File: config.mk
export PLATFORM = sky130hd
export DESIGN_NAME = toa_tx_overhead
export DESIGN_NICKNAME = d
export VERILOG_FILES = /design/src/common/toa_pkg.sv /design/src/toa_tx_overhead.sv
export SDC_FILE = /design/constraint.sdc
export NUM_CORES = 1
export LEC_CHECK = 0
export ABC_AREA = 1
export BUFFER_PORTS_ARGS = -buffer_cell sky130_fd_sc_hd__buf_2
export CAP_MARGIN = 20
export CORE_ASPECT_RATIO = 0.6
export CORE_UTILIZATION = 35
export CTS_BUF_LIST = sky130_fd_sc_hd__clkbuf_8
export CTS_CLUSTER_DIAMETER = 50
export CTS_CLUSTER_SIZE = 28
export DETAILED_ROUTE_END_ITERATION = 16
export SETUP_SLACK_MARGIN = 0.1
export SLEW_MARGIN = 20
export SYNTH_ARGS = -nofsm -noshare
export SYNTH_HDL_FRONTEND = slang
export SYNTH_SLANG_ARGS = --single-unit
File: constraint.sdc
create_clock -name sys_clk -period 4.8 [get_ports sys_clk]
set_input_delay 0.48 -clock sys_clk [delete_from_list [all_inputs] [get_ports sys_clk]]
set_output_delay 0.48 -clock sys_clk [all_outputs]
set_load 0.03 [all_outputs]
File: src/common/toa_pkg.sv
// Constants, register map and types of the transmit overhead and alarm block
// Overview of operation
// - Ft pattern overwrites F-bits in SF, loop carrier, T1DM
// - SF inserts Fs pattern when multiframe insert set
// - Multiframe insert gives FPS in ESF, FAS/NFAS in E1
// - Framing generator can insert MFAS pattern too
// - AIS is unframed all ones over everything
// - Manual AIS bit overwrites transmitted data with AIS
// - Alternate clock option times manual and clock-loss AIS from alternate clock
// - Transmit clock returning ends clock-loss AIS and clears loss
// - AIS sent on receive signal loss when enabled
// - Yellow forces bit 2 of every slot low in SF, ESF and loop carrier, except Japanese SF
// - Japanese yellow sets F-bit 12 to one
// - T1DM yellow clears Y bit of sync byte
// - E1 remote alarm sets A bit of slot zero
// - Yellow inserted only with insert enable, else PCM
// - Manual yellow overwrites yellow positions at once
// - Automatic yellow follows receive loss of frame
// - Integration delays loss indication and yellow 2.5 s
// - Integrated yellow lasts one second after loss clears
package toa_pkg;

    ////////////////////////////////////////////////////////////////////////
    // Timing
    localparam int TOA_CLK_MHZ       = 125;
    localparam int TOA_LOF_INTEG_MS  = 2500;
    localparam int TOA_YEL_HOLD_MS   = 1000;
    localparam int TOA_CYC_PER_MS    = TOA_CLK_MHZ * 1000;
    localparam int TOA_LOF_INTEG_CYC = TOA_LOF_INTEG_MS * TOA_CYC_PER_MS;
    localparam int TOA_YEL_HOLD_CYC  = TOA_YEL_HOLD_MS * TOA_CYC_PER_MS;
    localparam int TOA_TMR_W         = 29;
    localparam logic [3:0] TOA_LOC_EDGES = 4'h8;

    ////////////////////////////////////////////////////////////////////////
    // Register indices (byte address is four times the index)
    localparam logic [7:0] TOA_IDX_LOOP = 8'h14;
    localparam logic [7:0] TOA_IDX_RECEIVE_ALARM_CONFIG = 8'h45;
    localparam logic [7:0] TOA_IDX_ALARM_STATUS_ONE = 8'h47;
    localparam logic [7:0] TOA_IDX_TXST = 8'h48;
    localparam logic [7:0] TOA_IDX_TLIU = 8'h68;
    localparam logic [7:0] TOA_IDX_TX_FRAME_FORMAT = 8'h72;
    localparam logic [7:0] TOA_IDX_TX_ALARM_CONFIG = 8'h75;

    // Field positions
    localparam int TOA_LOOP_LINE    = 0;
    localparam int TOA_RECEIVE_ALARM_CONFIG_INTEG   = 0;
    localparam int TOA_ALARM_STATUS_ONE_LOS     = 0;
    localparam int TOA_ALARM_STATUS_ONE_LOF     = 1;
    localparam int TOA_TXST_LOC     = 0;
    localparam int TOA_TLIU_ALTCLK  = 0;
    localparam int TOA_TX_FRAME_FORMAT_FMT_LO  = 0;
    localparam int TOA_TX_FRAME_FORMAT_FMT_HI  = 2;
    localparam int TOA_TX_FRAME_FORMAT_FBIT    = 3;
    localparam int TOA_TX_FRAME_FORMAT_MF      = 4;
    localparam int TOA_TX_FRAME_FORMAT_YEL     = 5;
    localparam int TOA_TX_FRAME_FORMAT_JAPANESE_REMOTE_ALARM    = 6;
    localparam int TOA_TX_ALARM_CONFIG_AIS     = 0;
    localparam int TOA_TX_ALARM_CONFIG_AUTOAIS = 1;
    localparam int TOA_TX_ALARM_CONFIG_YEL     = 2;
    localparam int TOA_TX_ALARM_CONFIG_AUTOYEL = 3;
    localparam logic [7:0] TOA_REG_RST = 8'h00;

    ////////////////////////////////////////////////////////////////////////
    // Frame formats and frame geometry
    typedef enum logic [2:0] {
        TOA_FMT_SF   = 3'h0,
        TOA_FMT_ESF  = 3'h1,
        TOA_FMT_LCF  = 3'h2,
        TOA_FMT_T1DM = 3'h3,
        TOA_FMT_E1   = 3'h4
    } toa_fmt_t;

    localparam logic [7:0] TOA_BIT_LAST_T1 = 8'hc0;
    localparam logic [7:0] TOA_BIT_LAST_E1 = 8'hff;
    localparam logic [4:0] TOA_MF_LAST_SF  = 5'h0b;
    localparam logic [4:0] TOA_MF_LAST_ESF = 5'h17;
    localparam logic [4:0] TOA_MF_LAST_E1  = 5'h0f;
    localparam logic [4:0] TOA_MFAS_FRAMES = 5'h0c;
    localparam logic [5:0] TOA_FS_PAT      = 6'h1c;
    localparam logic [5:0] TOA_FPS_PAT     = 6'h34;
    localparam logic [5:0] TOA_MFAS_PAT    = 6'h34;
    localparam logic [7:0] TOA_FAS_BYTE    = 8'h1b;
    localparam logic [2:0] TOA_BIT2_POS    = 3'h1;
    localparam logic [4:0] TOA_SYNC_SLOT   = 5'h17;
    localparam logic [2:0] TOA_Y_POS       = 3'h5;
    localparam logic [2:0] TOA_A_POS       = 3'h2;
    localparam logic [2:0] TOA_NFAS_POS    = 3'h1;

    // Pin slots in the synchroniser bank
    localparam int TOA_NPINS    = 5;
    localparam int TOA_PIN_TXCK = 0;
    localparam int TOA_PIN_AE1  = 1;
    localparam int TOA_PIN_AT1  = 2;
    localparam int TOA_PIN_PCM  = 3;
    localparam int TOA_PIN_FSYN = 4;

endpackage : toa_pkg

File: src/toa_tx_overhead.sv
// Transmit overhead, AIS and yellow alarm insertion for one framer
//
// Local design decision: strobed register access.
`timescale 1ns/1ps
`default_nettype none
module toa_tx_overhead
    import toa_pkg::*;
#(
    parameter int LOF_INTEG_CYC = TOA_LOF_INTEG_CYC,
    parameter int YEL_HOLD_CYC  = TOA_YEL_HOLD_CYC
) (
    // System
    input  wire logic       sys_clk,
    input  wire logic       rst,
    // Register port
    input  wire logic [9:0] reg_addr,
    input  wire logic [7:0] reg_wdata,
    input  wire logic       reg_wr,
    input  wire logic       reg_rd,
    output logic      [7:0] reg_rdata,
    // Link pins
    input  wire logic       tx_clock_in,
    input  wire logic       alt_e1_clock_in,
    input  wire logic       alt_t1_clock_in,
    input  wire logic       system_pcm_in,
    input  wire logic       tx_frame_sync_in,
    // Receiver status
    input  wire logic       rx_signal_lost,
    input  wire logic       rx_frame_lost,
    // Line side
    output logic            tx_line_data,
    output logic            tx_line_bit_stb,
    // Status
    output logic            tx_clock_lost,
    output logic            ais_active,
    output logic            remote_alarm_active,
    output logic            line_loopback_en
);
    ////////////////////////////////////////////////////////////////////////
    // Pin synchronisers: three stages, change taken when stages 2, 3 agree
    logic [TOA_NPINS-1:0] s1_ff;
    logic [TOA_NPINS-1:0] s2_ff;
    logic [TOA_NPINS-1:0] s3_ff;
    logic [TOA_NPINS-1:0] filt_ff;
    wire  [TOA_NPINS-1:0] pins_in;
    wire  [TOA_NPINS-1:0] agree;
    wire  [TOA_NPINS-1:0] rise;
    assign pins_in = {tx_frame_sync_in, system_pcm_in, alt_t1_clock_in,
                      alt_e1_clock_in, tx_clock_in};
    assign agree   = ~(s2_ff ^ s3_ff);
    assign rise    = agree & s3_ff & ~filt_ff;
    genvar gi;
    generate
        for (gi = 0; gi < TOA_NPINS; gi++) begin : g_sync
            // One synchroniser per pin
            always_ff @(posedge sys_clk or posedge rst) begin
                if (rst) begin
                    s1_ff[gi]   <= 1'b0;
                    s2_ff[gi]   <= 1'b0;
                    s3_ff[gi]   <= 1'b0;
                    filt_ff[gi] <= 1'b0;
                end else begin
                    s1_ff[gi]   <= pins_in[gi];
                    s2_ff[gi]   <= s1_ff[gi];
                    s3_ff[gi]   <= s2_ff[gi];
                    filt_ff[gi] <= agree[gi] ? s3_ff[gi] : filt_ff[gi];
                end
            end
        end
    endgenerate
    ////////////////////////////////////////////////////////////////////////
    // Register port
    logic [7:0] loop_ff;
    logic [7:0] receive_alarm_config_ff;
    logic [7:0] tliu_ff;
    logic [7:0] tx_frame_format_ff;
    logic [7:0] tx_alarm_config_ff;
    logic [7:0] reg_rdata_ff;
    logic [7:0] nxt_rdata;
    logic       tx_clock_lost_ff;
    logic       lof_ind_ff;
    // Address decode: aligned words only
    wire       aligned = (reg_addr[1:0] == 2'h0);
    wire [7:0] reg_idx = reg_addr[9:2];
    wire       wr_ok   = reg_wr & aligned;
    wire       rd_ok   = reg_rd & aligned;
    // Writable registers
    always_ff @(posedge sys_clk or posedge rst) begin
        if (rst) begin
            loop_ff <= TOA_REG_RST;
            receive_alarm_config_ff <= TOA_REG_RST;
            tliu_ff <= TOA_REG_RST;
            tx_frame_format_ff <= TOA_REG_RST;
            tx_alarm_config_ff <= TOA_REG_RST;
        end else if (wr_ok) begin
            case (reg_idx)
                TOA_IDX_LOOP: loop_ff <= reg_wdata;
                TOA_IDX_RECEIVE_ALARM_CONFIG: receive_alarm_config_ff <= reg_wdata;
                TOA_IDX_TLIU: tliu_ff <= reg_wdata;
                TOA_IDX_TX_FRAME_FORMAT: tx_frame_format_ff <= reg_wdata;
                TOA_IDX_TX_ALARM_CONFIG: tx_alarm_config_ff <= reg_wdata;
                default: ;
            endcase
        end
    end
    // Read selection; unmapped reads return zero
    always_comb begin
        nxt_rdata = 8'h00;
        case (reg_idx)
            TOA_IDX_LOOP: nxt_rdata = loop_ff;
            TOA_IDX_RECEIVE_ALARM_CONFIG: nxt_rdata = receive_alarm_config_ff;
            TOA_IDX_TLIU: nxt_rdata = tliu_ff;
            TOA_IDX_TX_FRAME_FORMAT: nxt_rdata = tx_frame_format_ff;
            TOA_IDX_TX_ALARM_CONFIG: nxt_rdata = tx_alarm_config_ff;
            TOA_IDX_ALARM_STATUS_ONE: begin
                nxt_rdata[TOA_ALARM_STATUS_ONE_LOS] = rx_signal_lost;
                nxt_rdata[TOA_ALARM_STATUS_ONE_LOF] = lof_ind_ff;
            end
            TOA_IDX_TXST: nxt_rdata[TOA_TXST_LOC] = tx_clock_lost_ff;
            default: nxt_rdata = 8'h00;
        endcase
    end
    // Read data stands for the one cycle after the strobe
    always_ff @(posedge sys_clk or posedge rst) begin
        if (rst) begin
            reg_rdata_ff <= 8'h00;
        end else begin
            reg_rdata_ff <= rd_ok ? nxt_rdata : 8'h00;
        end
    end
    // Control fields
    wire      integ_en   = receive_alarm_config_ff[TOA_RECEIVE_ALARM_CONFIG_INTEG];
    wire      alt_ck_en  = tliu_ff[TOA_TLIU_ALTCLK];
    wire      insert_frame_bit_en   = tx_frame_format_ff[TOA_TX_FRAME_FORMAT_FBIT];
    wire      insert_multiframe_en     = tx_frame_format_ff[TOA_TX_FRAME_FORMAT_MF];
    wire      insert_remote_alarm_en    = tx_frame_format_ff[TOA_TX_FRAME_FORMAT_YEL];
    wire      japanese_remote_alarm       = tx_frame_format_ff[TOA_TX_FRAME_FORMAT_JAPANESE_REMOTE_ALARM];
    wire      man_ais    = tx_alarm_config_ff[TOA_TX_ALARM_CONFIG_AIS];
    wire      ais_on_signal_loss_en   = tx_alarm_config_ff[TOA_TX_ALARM_CONFIG_AUTOAIS];
    wire      man_yel    = tx_alarm_config_ff[TOA_TX_ALARM_CONFIG_YEL];
    wire      remote_alarm_on_lof_en   = tx_alarm_config_ff[TOA_TX_ALARM_CONFIG_AUTOYEL];
    wire [2:0] fmt       = tx_frame_format_ff[TOA_TX_FRAME_FORMAT_FMT_HI:TOA_TX_FRAME_FORMAT_FMT_LO];
    wire      is_e1      = (fmt == TOA_FMT_E1);
    wire      is_t1      = ~is_e1;
    ////////////////////////////////////////////////////////////////////////
    // Transmit clock loss watch, counted on alternate clock edges
    logic [3:0] loc_cnt_ff;
    wire        tx_edge  = rise[TOA_PIN_TXCK];
    wire        alt_edge = is_e1 ? rise[TOA_PIN_AE1] : rise[TOA_PIN_AT1];
    always_ff @(posedge sys_clk or posedge rst) begin
        if (rst) begin
            loc_cnt_ff       <= 4'h0;
            tx_clock_lost_ff <= 1'b0;
        end else if (tx_edge || !alt_ck_en) begin
            loc_cnt_ff       <= 4'h0;
            tx_clock_lost_ff <= 1'b0;
        end else if (alt_edge && !tx_clock_lost_ff) begin
            loc_cnt_ff <= loc_cnt_ff + 4'h1;
            if (loc_cnt_ff == TOA_LOC_EDGES - 4'h1) begin
                tx_clock_lost_ff <= 1'b1;
            end
        end
    end

    ////////////////////////////////////////////////////////////////////////
    // Frame position, realigned by the multiframe sync pin
    logic [7:0] bit_ff;
    logic [4:0] frm_ff;
    logic       fs_pend_ff;
    logic [7:0] nxt_bit;
    logic [4:0] nxt_frm;
    wire        resync   = fs_pend_ff | rise[TOA_PIN_FSYN];
    wire  [7:0] bit_last = is_e1 ? TOA_BIT_LAST_E1 : TOA_BIT_LAST_T1;
    wire  [4:0] mf_last  = is_e1 ? TOA_MF_LAST_E1 :
                           (fmt == TOA_FMT_ESF) ? TOA_MF_LAST_ESF :
                           TOA_MF_LAST_SF;
    // Position of the bit taken at this transmit clock edge
    always_comb begin
        nxt_bit = bit_ff + 8'h01;
        nxt_frm = frm_ff;
        if (resync) begin
            nxt_bit = 8'h00;
            nxt_frm = 5'h00;
        end else if (bit_ff == bit_last) begin
            nxt_bit = 8'h00;
            nxt_frm = (frm_ff == mf_last) ? 5'h00 : frm_ff + 5'h01;
        end
    end
    // Sync pending flag: a new sync edge wins over consumption
    always_ff @(posedge sys_clk or posedge rst) begin
        if (rst) begin
            bit_ff     <= TOA_BIT_LAST_T1;
            frm_ff     <= TOA_MF_LAST_SF;
            fs_pend_ff <= 1'b0;
        end else begin
            if (tx_edge) begin
                bit_ff <= nxt_bit;
                frm_ff <= nxt_frm;
            end
            fs_pend_ff <= rise[TOA_PIN_FSYN] | (fs_pend_ff & ~tx_edge);
        end
    end

    ////////////////////////////////////////////////////////////////////////
    // Yellow alarm source with loss-of-frame integration and hold
    logic [TOA_TMR_W-1:0] lof_cnt_ff;
    logic [TOA_TMR_W-1:0] hold_cnt_ff;
    wire                  hold_act = (hold_cnt_ff != '0);
    wire                  auto_src = remote_alarm_on_lof_en & (lof_ind_ff | hold_act);
    wire                  yel_src  = man_yel | auto_src;
    wire                  yel_ins  = insert_remote_alarm_en & yel_src;
    // Indication follows the input, or waits for a continuous loss
    always_ff @(posedge sys_clk or posedge rst) begin
        if (rst) begin
            lof_cnt_ff <= '0;
            lof_ind_ff <= 1'b0;
        end else if (!integ_en) begin
            lof_cnt_ff <= '0;
            lof_ind_ff <= rx_frame_lost;
        end else if (!rx_frame_lost) begin
            lof_cnt_ff <= '0;
            lof_ind_ff <= 1'b0;
        end else if (lof_cnt_ff == TOA_TMR_W'(LOF_INTEG_CYC - 1)) begin
            lof_ind_ff <= 1'b1;
        end else begin
            lof_cnt_ff <= lof_cnt_ff + 1'b1;
        end
    end
    // Hold timer reloads while loss stands, runs down after it clears
    always_ff @(posedge sys_clk or posedge rst) begin
        if (rst) begin
            hold_cnt_ff <= '0;
        end else if (integ_en && lof_ind_ff) begin
            hold_cnt_ff <= TOA_TMR_W'(YEL_HOLD_CYC);
        end else if (!integ_en) begin
            hold_cnt_ff <= '0;
        end else if (hold_act) begin
            hold_cnt_ff <= hold_cnt_ff - 1'b1;
        end
    end

    ////////////////////////////////////////////////////////////////////////
    // Overhead insertion on the bit at the current position
    logic       ovh_bit;
    wire        pcm      = filt_ff[TOA_PIN_PCM];
    wire        fbit     = is_t1 & (nxt_bit == 8'h00);
    wire  [7:0] t1b      = nxt_bit - 8'h01;
    wire  [4:0] slot     = is_e1 ? nxt_bit[7:3] : t1b[7:3];
    wire  [2:0] pos      = is_e1 ? nxt_bit[2:0] : t1b[2:0];
    wire        ft_frm   = ~nxt_frm[0];
    wire  [2:0] k2       = nxt_frm[3:1];
    wire  [2:0] k4       = nxt_frm[4:2];
    wire        jy_mode  = japanese_remote_alarm & (fmt == TOA_FMT_SF);
    wire        yb2_mode = ~jy_mode & ((fmt == TOA_FMT_SF) |
                           (fmt == TOA_FMT_ESF) | (fmt == TOA_FMT_LCF));
    // PCM passes unless a pattern owns the position
    always_comb begin
        ovh_bit = pcm;
        if (fbit) begin
            if (insert_frame_bit_en && ft_frm && fmt != TOA_FMT_ESF) begin
                ovh_bit = ~nxt_frm[1];
            end
            if (insert_multiframe_en && !ft_frm && fmt == TOA_FMT_SF) begin
                ovh_bit = TOA_FS_PAT[k2];
            end
            if (insert_multiframe_en && nxt_frm[1:0] == 2'h3 && fmt == TOA_FMT_ESF) begin
                ovh_bit = TOA_FPS_PAT[k4];
            end
            if (jy_mode && yel_ins && nxt_frm == TOA_MF_LAST_SF) begin
                ovh_bit = 1'b1;
            end
        end else if (is_t1) begin
            if (yel_ins && yb2_mode && pos == TOA_BIT2_POS) begin
                ovh_bit = 1'b0;
            end
            if (yel_ins && fmt == TOA_FMT_T1DM && slot == TOA_SYNC_SLOT
                && pos == TOA_Y_POS) begin
                ovh_bit = 1'b0;
            end
        end else if (slot == 5'h00) begin
            if (ft_frm) begin
                if (insert_multiframe_en && pos != 3'h0) begin
                    ovh_bit = TOA_FAS_BYTE[3'h7 - pos];
                end
            end else begin
                if (insert_multiframe_en && pos == TOA_NFAS_POS) begin
                    ovh_bit = 1'b1;
                end
                if (insert_multiframe_en && pos == 3'h0 && nxt_frm < TOA_MFAS_FRAMES) begin
                    ovh_bit = TOA_MFAS_PAT[k2];
                end
                if (yel_ins && pos == TOA_A_POS) begin
                    ovh_bit = 1'b1;
                end
            end
        end
    end

    ////////////////////////////////////////////////////////////////////////
    // AIS selection and line output
    logic line_data_ff;
    logic line_stb_ff;
    wire  ais_force = man_ais | tx_clock_lost_ff;
    wire  ais_now   = ais_force | (ais_on_signal_loss_en & rx_signal_lost);
    wire  use_alt   = alt_ck_en & ais_force;
    wire  bit_stb   = use_alt ? alt_edge : tx_edge;
    // One line bit per selected clock edge; AIS replaces everything
    always_ff @(posedge sys_clk or posedge rst) begin
        if (rst) begin
            line_data_ff <= 1'b1;
            line_stb_ff  <= 1'b0;
        end else begin
            line_stb_ff <= bit_stb;
            if (bit_stb) begin
                line_data_ff <= ais_now ? 1'b1 : ovh_bit;
            end
        end
    end
    // Outputs
    assign reg_rdata           = reg_rdata_ff;
    assign tx_line_data        = line_data_ff;
    assign tx_line_bit_stb     = line_stb_ff;
    assign tx_clock_lost       = tx_clock_lost_ff;
    assign ais_active          = ais_now;
    assign remote_alarm_active = yel_ins;
    assign line_loopback_en    = loop_ff[TOA_LOOP_LINE];
endmodule : toa_tx_overhead
`default_nettype wire

==> results of run 1 <==
==> worst max path at each step <==
| stage | to | cells after the start | slack [ns] |
|---|---|---|---|
| floorplan | bit_ff[0] | 1 | 0.35 |
| global placement | tx_line_data | 21 | 2.02 |
| detailed placement | tx_line_data | 19 | 1.94 |
| CTS | remote_alarm_active | 12 | 1.71 |
| global route | remote_alarm_active | 12 | 1.52 |
| finish | remote_alarm_active | 12 | 1.71 |
==> power breakdown <==
group	switching [mW]	internal (mW)	leakage [nW]
logic	0.288	0.138	1.91
clock network	0.527	0.625	0.219
registers	0.0261	1.28	1.99
==> routing by layer <==
layer  global-route usage  wire length, um  vias to the layer above
met2               0.2352             7049                      117
met5                    0                0                        -
met3              0.03185              803                       15
met4              0.04219              167                        0
met1               0.2712             9927                     2917
li1                     -                -                     3235
==> kinds of logic after synthesis <==
family | count (synthesis) | share of synthesized area
simple gates | 456 | 0.2677
compound gates | 171 | 0.1229
flops | 148 | 0.4835
buf+inv | 144 | 0.07352
xor+xnor | 27 | 0.03179
fa+ha+maj | 11 | 0.01761
mux | 2 | 0.002934
==> synth_stat cells (3+ instances only) <==
cell	n
nand2_2	11
a21oi_1	50
nand3_1	44
a31oi_1	9
dfrtp_1	142
nand2_1	217
xor2_1	18
inv_1	118
nand2_4	3
nor4_1	8
nor2_1	96
a221oi_1	6
nor3b_1	3
o22ai_1	4
xnor2_1	8
o21ai_0	86
nand4_1	15
nor3_1	28
nor2_2	15
clkinv_1	7
dfstp_2	6
nand3_2	4
inv_2	4
ha_1	10
clkbuf_1	9
==> area by class of cell <==
cell class	instances	area [um^2]	share of cell area
repair buffers	46	240.2	0.02772
well taps	279	349.1	0.04028
clock inverters	15	229.0	0.02642
flip-flops and latches	148	3711	0.4282
inverters	131	504.2	0.05818
multi-input cells	667	3400	0.3922
clock buffers	17	234.0	0.02700
==> per-stage QoR <==
step                cells    util  instance area, um^2
finish               1303  0.4081                 8667
global route         1303  0.4081                 8667
CTS                  1303  0.4081                 8667
detailed placement   1271  0.3863                 8204
global placement     1271  0.3863                 8204
floorplan             959       -                 7675
==> critical path, stage by stage, from the launching register on <==
cell	delay [ns]
dfrtp_1	0.40
inv_1	0.08
ha_1	0.18
nand2_1	0.14
nor2_2	0.22
nand2_1	0.12
nor2_1	0.18
nand2_1	0.22
nand2_1	0.12
nand2_1	0.05
nand2_1	0.15
inv_1	0.11
buf_2	0.19
==> flip-flops by register name, summed over array words and instances, names as in the netlist <==
| name | flops |
|---|---|
| hold_cnt_ff | 29 |
| lof_cnt_ff | 29 |
| bit_ff | 8 |
| loop_ff | 8 |
| receive_alarm_config_ff | 8 |
| reg_rdata | 8 |
| tliu_ff | 8 |
| tx_alarm_config_ff | 8 |
| tx_frame_format_ff | 8 |
| frm_ff | 5 |
| s1_ff | 5 |
| s2_ff | 5 |
| s3_ff | 5 |
| filt_ff | 4 |
| loc_cnt_ff | 4 |
| fs_pend_ff | 1 |
| lof_ind_ff | 1 |
| pcm | 1 |
| tx_clock_lost | 1 |
| tx_line_bit_stb | 1 |
| tx_line_data | 1 |
==> reports/results.txt, run 1 <==
number of enable flip-flop cells after synthesis: 0
total routed wirelength: 17950 um
maximum ir drop on the vdd rail: 198.6 uV
Routability Congestion: 0.8677
wire length per cell: 13.77 um
CTS hold repair buffers: 0
share of cells above drive strength 1: 0.1348
final-layout fill cell count: 2194
initial antenna violation count: 0
share of flip-flops with an asynchronous set or reset after synthesis: 1.000
half-perimeter wire length of the detailed placement result: 13190 um
power density over the cells: 333.0 nW/um^2
#FFs+latches synth: 148
most frequent standard cell in the layout excluding fill and tap cells: nand2_1
global-route congestion overflow total: 0
total power after layout: 2.886 mW
Worst Skew: 0.01659 ns
Final min period: 3.091 ns
total number of yosys warnings: 0
largest fanout of any net on the critical path: 5
post-synthesis cell area: 7675 um^2
reg-to-reg endpoint: tx_line_data
Die Footprint: 22540 um^2
CTS Root Buffer Type: clkbuf_8
remaining antenna violation count after routing: 0
cell taking the most area after synthesis: dfrtp_1
final cycle utilization of the critical path: 0.6440
H-tree lvl count: 4
TritonRoute pass-1 iters: 7
clock sink count: 148
overall routing resource usage: 0.1715
depth of the worst register-to-register path: 21
worst-case hold slack: 0.05803 ns
launching instance or port of the critical path: hold_cnt_ff[0]
critical path arrival: 2.61 ns
maximum count of clock buffers along a single path: 2
slew of the pin with the lowest slew margin: 0.8863 ns
final net count: 1050
worst min-delay path class: in2async
most frequent cells in the layout: nand2_1 (217), dfrtp_1 (142), inv_1 (118), nor2_1 (96), o21ai_0 (86)
Antenna Cells: 0
number of max-capacitance violations reported: 0
TritonCTS clock tree: built
Rows: 41
number of nets produced by synthesis: 998
leading post-synthesis cells by cell area: dfrtp_1 (46%), nand2_1 (11%), inv_1 (5.8%)
area growth from synthesis to layout: 12.93%
count of instances resized after the clock tree is built: 0
critical setup path kind: reg2out
global-route wire length before repair: 30260 um
number of CTS-inserted buffers: 17
crit path capture type: output pin
I/O pin cnt: 43
Fin. Hold Viols: 0
Post-CTS Setup Inserts: 0
via count of the first global-routing pass: 5894
total number of vias: 6284
startpoint class of the critical path: register
die span in y: 116.7 um
highest attainable clock frequency: 323.5 MHz
Die X: 193.2 um
startpoint of the worst-slack reg-to-reg timing path: tx_frame_format_ff[1]
r2r setup slk: 1.92 ns
Rel. slew slack: 0.4037
Leakage Power: 4.119 nW
area of the placeable core: 21240 um^2
pin count of the biggest net entering global routing: 57
worst skew pair latency: 0.46 ns
pre-CTS worst setup slack: 1.941 ns
starting DRC count in detailed routing: 442
Initial Utilization: 0.3614
RSZ-0062 raised after global routing: false
clock slew at the register clock pins of the worst setup and hold paths: 0.09 ns
final worst-path setup slack: 1.709 ns
per-cell via count in the routed design: 4.823
remaining design rule violation count: 0
Synth top area share: 0.4630
final-report setup violation count: 0
Max Slew Vio Count: 0
worst endpoint required time: 4.32 ns
gate count after technology mapping: 959
sequential cell area fraction in the yosys report: 0.4835
Top FF cell, synth: dfrtp_1
synthesized area per cell: 8.003 um^2
unique cell type count in the Yosys netlist: 54
outcome: complete, no violations
number of port buffers: 42
Total Negative Setup Slacks: 0 ns
(Power assumes the default switching activity.)
==> run 2, diff against run 1 <==
==> constraint.sdc (replaced) <==
create_clock -name sys_clk -period 3 [get_ports sys_clk]
set_input_delay 0.3 -clock sys_clk [delete_from_list [all_inputs] [get_ports sys_clk]]
set_output_delay 0.3 -clock sys_clk [all_outputs]
set_load 0.03 [all_outputs]
==> run 2 against run 1 <==
Via count rose by 2.0%. Critical path depth down 1. Sequential power up 60%. Cell area up 2.2%. First-iteration DRC count up 25%. Clock skew decreased by 0.0011 ns. Count of clock-buffer cells in the layout grew 2. Largest cell class unchanged. Sequential share of layout area is 0.86 points lower. Cell count rose by 1.0%.
==> reports/results.txt, run 2 (synthesized netlist as in run 1, its figures left out) <==
outcome: complete, no violations
half-perimeter wire length of the detailed placement result: 13210 um (+0.17%)
initial antenna violation count: 0 (unchanged)
Rows: 41 (unchanged)
pre-CTS worst setup slack: 0.2752 ns (-1.665 ns)
Max Slew Vio Count: 0 (unchanged)
met3 layer wire length in the routed design: 773 um (-3.7%)
Antenna Cells: 0 (unchanged)
share of cells above drive strength 1: 0.1514 (+0.01663)
Rel. slew slack: 0.4807 (+0.07699)
final worst-path setup slack: 0.3093 ns (-1.400 ns)
total routed wirelength: 18070 um (+0.69%)
Routability Congestion: 0.8379 (-3.4%)
Top Registers: hold_cnt_ff x29, lof_cnt_ff x29
I/O pin cnt: 43 (unchanged)
final net count: 1063 (+1.2%)
Total Negative Setup Slacks: 0 ns (unchanged)
crit path capture type: output pin
Fin. Hold Viols: 0 (unchanged)
critical setup path kind: reg2out
wire length per cell: 13.73 um (-0.31%)
reg-to-reg endpoint: tx_line_data
number of max-capacitance violations reported: 0 (unchanged)
Leakage Power: 4.197 nW (+1.9%)
WL met1: 9956 um (+0.29%)
Worst Skew: 0.01545 ns (-0.001136 ns)
via count of the first global-routing pass: 5826 (-1.2%)
total number of vias: 6407 (+2.0%)
maximum ir drop on the vdd rail: 274.1 uV (+38%)
area of the placeable core: 21240 um^2 (unchanged)
global-route wire length before repair: 30070 um (-0.64%)
worst min-delay path class: in2reg
power density over the cells: 531.0 nW/um^2 (+59%)
amount of wire on met2 after detailed routing: 7237 um (+2.7%)
launching instance or port of the critical path: hold_cnt_ff[16]
combinational cell fraction of total power: 0.151 (+0.003)
worst endpoint required time: 2.70 ns (-1.62 ns)
Sw Ratio: 0.2881 (-0.003347)
overall routing resource usage: 0.1707 (-0.0008062)
most frequent standard cell in the layout excluding fill and tap cells: nand2_1
Placed Cells: 1275 (+0.31%)
area growth from synthesis to layout: 15.41%
share of the core filled with cells: 0.4171 (+0.008955)
startpoint of the worst-slack reg-to-reg timing path: tx_frame_format_ff[1]
TritonCTS clock tree: built
clock group share of total power: 0.404 (+0.005)
remaining design rule violation count: 0 (unchanged)
highest attainable clock frequency: 371.7 MHz
global-route congestion overflow total: 0 (unchanged)
starting DRC count in detailed routing: 554 (+25%)
H-tree lvl count: 4 (unchanged)
largest fanout of any net on the critical path: 5 (unchanged)
total power after layout: 4.703 mW (+63%)
slew of the pin with the lowest slew margin: 0.7774 ns (-0.1089 ns)
number of port buffers: 42 (unchanged)
maximum count of clock buffers along a single path: 2 (unchanged)
final cycle utilization of the critical path: 0.8969
number of CTS-inserted buffers: 17 (unchanged)
TritonRoute pass-1 iters: 7 (unchanged)
Die X: 193.2 um (unchanged)
highest metal layer with signal wires: met4
r2r setup slk: 0.40 ns (-1.52 ns)
final instance count without filler cells: 1316 (+1.0%)
pin count of the biggest net entering global routing: 58 (+1.8%)
Die Footprint: 22540 um^2 (unchanged)
die span in y: 116.7 um (unchanged)
most frequent cells in the layout: nand2_1 (213), dfrtp_1 (138), inv_1 (117), nor2_1 (94), o21ai_0 (86)
clock sink count: 148 (unchanged)
final-report setup violation count: 0 (unchanged)
Final min period: 2.691 ns
share of total power in sequential cells: 0.445 (-0.008)
depth of the worst register-to-register path: 21 (unchanged)
worst setup path end: remote_alarm_active
NetSw: 1.355 mW (+61%)
clock slew at the register clock pins of the worst setup and hold paths: 0.09 ns (about the same)
critical path arrival: 2.39 ns (-0.22 ns)
startpoint class of the critical path: register
RSZ-0062 raised after global routing: false
remaining antenna violation count after routing: 0 (unchanged)
CTS Root Buffer Type: clkbuf_8
Initial Utilization: 0.3614 (unchanged)
Pint: 3.348 mW (+64%)
worst skew pair latency: 0.46 ns (about the same)
per-cell via count in the routed design: 4.869 (+0.95%)
run 2: stage by stage:
step                hold slack (ns)  area, um^2
global placement             0.3346        8258
CTS                         0.06676        8807
global route                0.05701        8857
floorplan                    0.3312        7679
finish                      0.08827        8857
detailed placement           0.3358        8258
run 2: what timing repair did:
item	CTS	global route
resized for setup	2	11
buffers inserted	0	3
hold endpoints to repair	35	0
endpoints found under the setup margin	1	2
hold buffers	6	0
run 2: how the worst min path moves through the flow:
stage | start | end | cells past startpoint
3_5_place_dp | s1_ff[3] | s2_ff[3] | 0
2_1_floorplan | s1_ff[0] | s2_ff[0] | 0
6_report | rx_frame_lost | lof_ind_ff | 2
3_3_place_gp | s1_ff[3] | s2_ff[3] | 0
4_1_cts | rx_frame_lost | lof_ind_ff | 2
5_1_grt | rx_frame_lost | lof_ind_ff | 2
run 2: area by class of cell:
| type | instances | area, um^2 |
|---|---|---|
| Tap cell | 279 | 349.1 |
| Sequential cell | 148 | 3716 |
| Fill cell | 2194 | 12380 |
| Inverter | 131 | 503.0 |
| Multi-Input combinational cell | 667 | 3430 |
| Clock inverter | 13 | 220.2 |
| Clock buffer | 19 | 261.5 |
| Timing Repair Buffer | 59 | 377.9 |
run 2: power by group through the flow:
stage | registers, mW | clock network [mW] | logic, mW
2_1_floorplan | 2.14 | 0 | 0.506
3_3_place_gp | 2.13 | 0 | 0.683
3_5_place_dp | 2.13 | 0 | 0.691
4_1_cts | 2.09 | 1.93 | 0.704
5_1_grt | 2.10 | 2.03 | 0.809
6_report | 2.09 | 1.90 | 0.709
run 2: critical path, cell delays in order, from the launching register on:
cell and delay [ns]:
dfrtp_1 0.42, nor2_1 0.30, nand2_1 0.16, nor2_1 0.16
nand2_1 0.08, nor2_2 0.13, nand2_2 0.13, nand2_1 0.11
nand2_1 0.06, nand2_2 0.11, inv_1 0.07, buf_2 0.19
run 2: layer usage:
layer | vias to the layer above | GRT usage
met2 | 110 | 0.2329
met1 | 3029 | 0.2683
met3 | 9 | 0.03696
met4 | 0 | 0.03906
met5 | - | 0
li1 | 3259 | -
==> run 3, diff against run 2 <==
--- a/config.mk
+++ b/config.mk
@@ -8,12 +8,15 @@
 export ABC_AREA = 1
 export BUFFER_PORTS_ARGS = -buffer_cell sky130_fd_sc_hd__buf_2
 export CAP_MARGIN = 20
+export CELL_PAD_IN_SITES_DETAIL_PLACEMENT = 0
+export CELL_PAD_IN_SITES_GLOBAL_PLACEMENT = 1
 export CORE_ASPECT_RATIO = 0.6
 export CORE_UTILIZATION = 35
 export CTS_BUF_LIST = sky130_fd_sc_hd__clkbuf_8
 export CTS_CLUSTER_DIAMETER = 50
 export CTS_CLUSTER_SIZE = 28
 export DETAILED_ROUTE_END_ITERATION = 16
+export PLACE_DENSITY_LB_ADDON = 0.1
 export SETUP_SLACK_MARGIN = 0.1
 export SLEW_MARGIN = 20
 export SYNTH_ARGS = -nofsm -noshare
==> run 3 against run 2 <==
First-iteration DRC count shrank 20%. Die area stayed put. Sequential power barely moved. Critical path depth grew 1. Utilization down 0.22 points. Routed wire length up 6.5%. Combinational power rose by 0.8%. Clock skew fell by 0.0037 ns. Register-to-register slack got worse by 0.07 ns. Count of clock-buffer cells in the layout is 1 lower. Non-clock buffer count rose by 3. Highest routed layer unchanged.
==> reports/results.txt, run 3 (synthesized netlist as in run 1, its figures left out) <==
Critical path buffers and inverters: 3 (+1)
half-perimeter wire length of the detailed placement result: 14300 um (+8.3%)
via count of the first global-routing pass: 6022 (+3.4%)
global-route wire length before repair: 32200 um (+7.1%)
overall routing resource usage: 0.1866 (+0.01592)
Rows: 41 (unchanged)
outcome: complete, no violations
combinational cell fraction of total power: 0.159 (+0.008)
total routed wirelength: 19240 um (+6.5%)
final worst-path setup slack: 0.3241 ns (+0.01474 ns)
remaining antenna violation count after routing: 0 (unchanged)
Total Negative Setup Slacks: 0 ns (unchanged)
global-route congestion overflow total: 0 (unchanged)
clock slew at the register clock pins of the worst setup and hold paths: 0.10 ns (about the same)
number of port buffers: 42 (unchanged)
most frequent standard cell in the layout excluding fill and tap cells: nand2_1
startpoint class of the critical path: register
Sw Ratio: 0.3139 (+0.02577)
Pint: 3.084 mW (-7.9%)
stage delay of the slowest cell on the critical path: 0.40 ns (-0.02 ns)
clock sink count: 148 (unchanged)
initial antenna violation count: 0 (unchanged)
critical setup path kind: reg2out
CTS Root Buffer Type: clkbuf_8
pre-CTS worst setup slack: 0.2631 ns (-0.01206 ns)
worst min-delay path class: in2reg
Die Footprint: 22540 um^2 (unchanged)
I/O pin cnt: 43 (unchanged)
most frequent cells in the layout: nand2_1 (213), dfrtp_1 (139), inv_1 (117), nor2_1 (93), o21ai_0 (86)
power density over the cells: 510.1 nW/um^2 (-3.9%)
per-cell via count in the routed design: 4.776 (-1.9%)
Rel. slew slack: 0.5222 (+0.04157)
final-report setup violation count: 0 (unchanged)
launching instance or port of the critical path: hold_cnt_ff[0]
Worst Skew: 0.01172 ns (-0.003727 ns)
Antenna Cells: 0 (unchanged)
CP top delay family: simple AND/OR/NAND/NOR gates
slew of the pin with the lowest slew margin: 0.7151 ns (-0.06222 ns)
Top Registers: hold_cnt_ff x29, lof_cnt_ff x29
library cell contributing the largest single delay on the critical path: dfrtp_1
Routability Congestion: 0.8068 (-3.7%)
worst-case hold slack: 0.05461 ns (-0.03366 ns)
highest attainable clock frequency: 373.7 MHz (+0.55%)
die span in y: 116.7 um (unchanged)
Initial Utilization: 0.3614 (unchanged)
TritonRoute pass-1 iters: 6 (-1)
total number of vias: 6300 (-1.7%)
area of the placeable core: 21240 um^2 (unchanged)
hold wc startpoint: rx_frame_lost
worst skew pair latency: 0.47 ns (about the same)
Leakage Power: 4.181 nW (-0.37%)
NetSw: 1.411 mW (+4.1%)
maximum ir drop on the vdd rail: 279.1 uV (+1.8%)
Post-CTS Setup Inserts: 0 (unchanged)
r2r setup slk: 0.33 ns (-0.07 ns)
share of the core filled with cells: 0.4149 (-0.002180)
starting DRC count in detailed routing: 443 (-20%)
crit path cell chain: inv_1 > ha_1 > nand2_2 > nor2_4 > nand2_1 > nor2_2 > nand2_2 > nand2_1 > nand2_1 > nand2_2 > inv_1 > buf_2
RSZ-0062 raised after global routing: true
final net count: 1066 (+0.28%)
crit path capture type: output pin
final cycle utilization of the critical path: 0.8920 (-0.004914)
TritonCTS clock tree: built
area growth from synthesis to layout: 14.80%
pin count of the biggest net entering global routing: 52 (-10%)
maximum count of clock buffers along a single path: 2 (unchanged)
startpoint of the worst-slack reg-to-reg timing path: tx_frame_format_ff[1]
remaining design rule violation count: 0 (unchanged)
H-tree lvl count: 4 (unchanged)
Die X: 193.2 um (unchanged)
share of cells above drive strength 1: 0.1529 (+0.001486)
Final min period: 2.676 ns (-0.01474 ns)
wire length per cell: 14.59 um (+6.2%)
number of max-capacitance violations reported: 0 (unchanged)
largest fanout of any net on the critical path: 5 (unchanged)
final-layout fill cell count: 2181 (-0.59%)
number of CTS-inserted buffers: 17 (unchanged)
share of total power in sequential cells: 0.467 (+0.022)
clock group share of total power: 0.374 (-0.030)
critical path arrival: 2.38 ns (about the same)
Fin. Hold Viols: 0 (unchanged)
worst endpoint required time: 2.70 ns (about the same)
Max Slew Vio Count: 0 (unchanged)
## run 3: path summary, 6_finish.rpt
check,to,depth (start not counted)
setup reg to reg,tx_line_data,21
setup / recovery,remote_alarm_active,12
hold / removal,lof_ind_ff,2
max in group asynchronous,tx_line_data,4
hold reg to reg,s2_ff[1],0
min in group asynchronous,hold_cnt_ff[1],3
## run 3: routing by layer
metal / part of all wire / global-route usage
met5: 0 / 0
met4: 0.0089 / 0.05000
met3: 0.031 / 0.04056
met2: 0.37 / 0.2450
met1: 0.59 / 0.2978
## run 3: what timing repair did
item                                    4_1_cts  5_1_grt
hold buffers                                  6        0
hold endpoints to repair                     31        0
gates resized for setup                       3        9
endpoints found under the setup margin        1        2
pin swaps                                     0        0
cloned                                        0        0
## run 3: per-stage QoR
step / instance area (um^2) / std cells / total power, mW
finish: 8811 / 1319 / 4.494
detailed placement: 8303 / 1281 / 2.835
floorplan: 7679 / 959 / 2.643
global placement: 8303 / 1281 / 2.845
CTS: 8790 / 1319 / 4.554
global route: 8811 / 1319 / 4.743
## run 3: worst reg2reg max path, cell delays in order, from the launching register on
cell      delay [ns]
dfrtp_2         0.46
nor2_4          0.16
nand2_4         0.13
clkinv_4        0.12
nand2_4         0.08
nand3_4         0.11
nand3_1         0.13
ha_1            0.29
or2_2           0.29
nand2_1         0.10
inv_1           0.06
nand2_1         0.07
inv_1           0.05
nand2_1         0.06
nand2_1         0.04
nand3_1         0.06
nand2_1         0.05
nand2_1         0.06
nand2_1         0.05
nand2_1         0.05
nand2_1         0.07
a21oi_2         0.13
## run 3: layout make-up
cell class                 instances  area, um^2  area share
clock buffer                      18       247.7     0.02812
tap                              279       349.1     0.03962
multi-input combinational        667        3427      0.3890
sequential                       148        3715      0.4216
timing repair buffer              62       400.4     0.04544
clock inverter                    14       168.9     0.01917
inverter                         131       503.0     0.05709
## run 3: power groups by stage
stage / sequential (mW) / clock (mW) / combinational [mW]
after floorplan: 2.14 / 0 / 0.506
after global placement: 2.14 / 0 / 0.708
after detailed placement: 2.14 / 0 / 0.697
after CTS: 2.10 / 1.74 / 0.712
after global routing: 2.11 / 1.82 / 0.820
final: 2.10 / 1.68 / 0.715
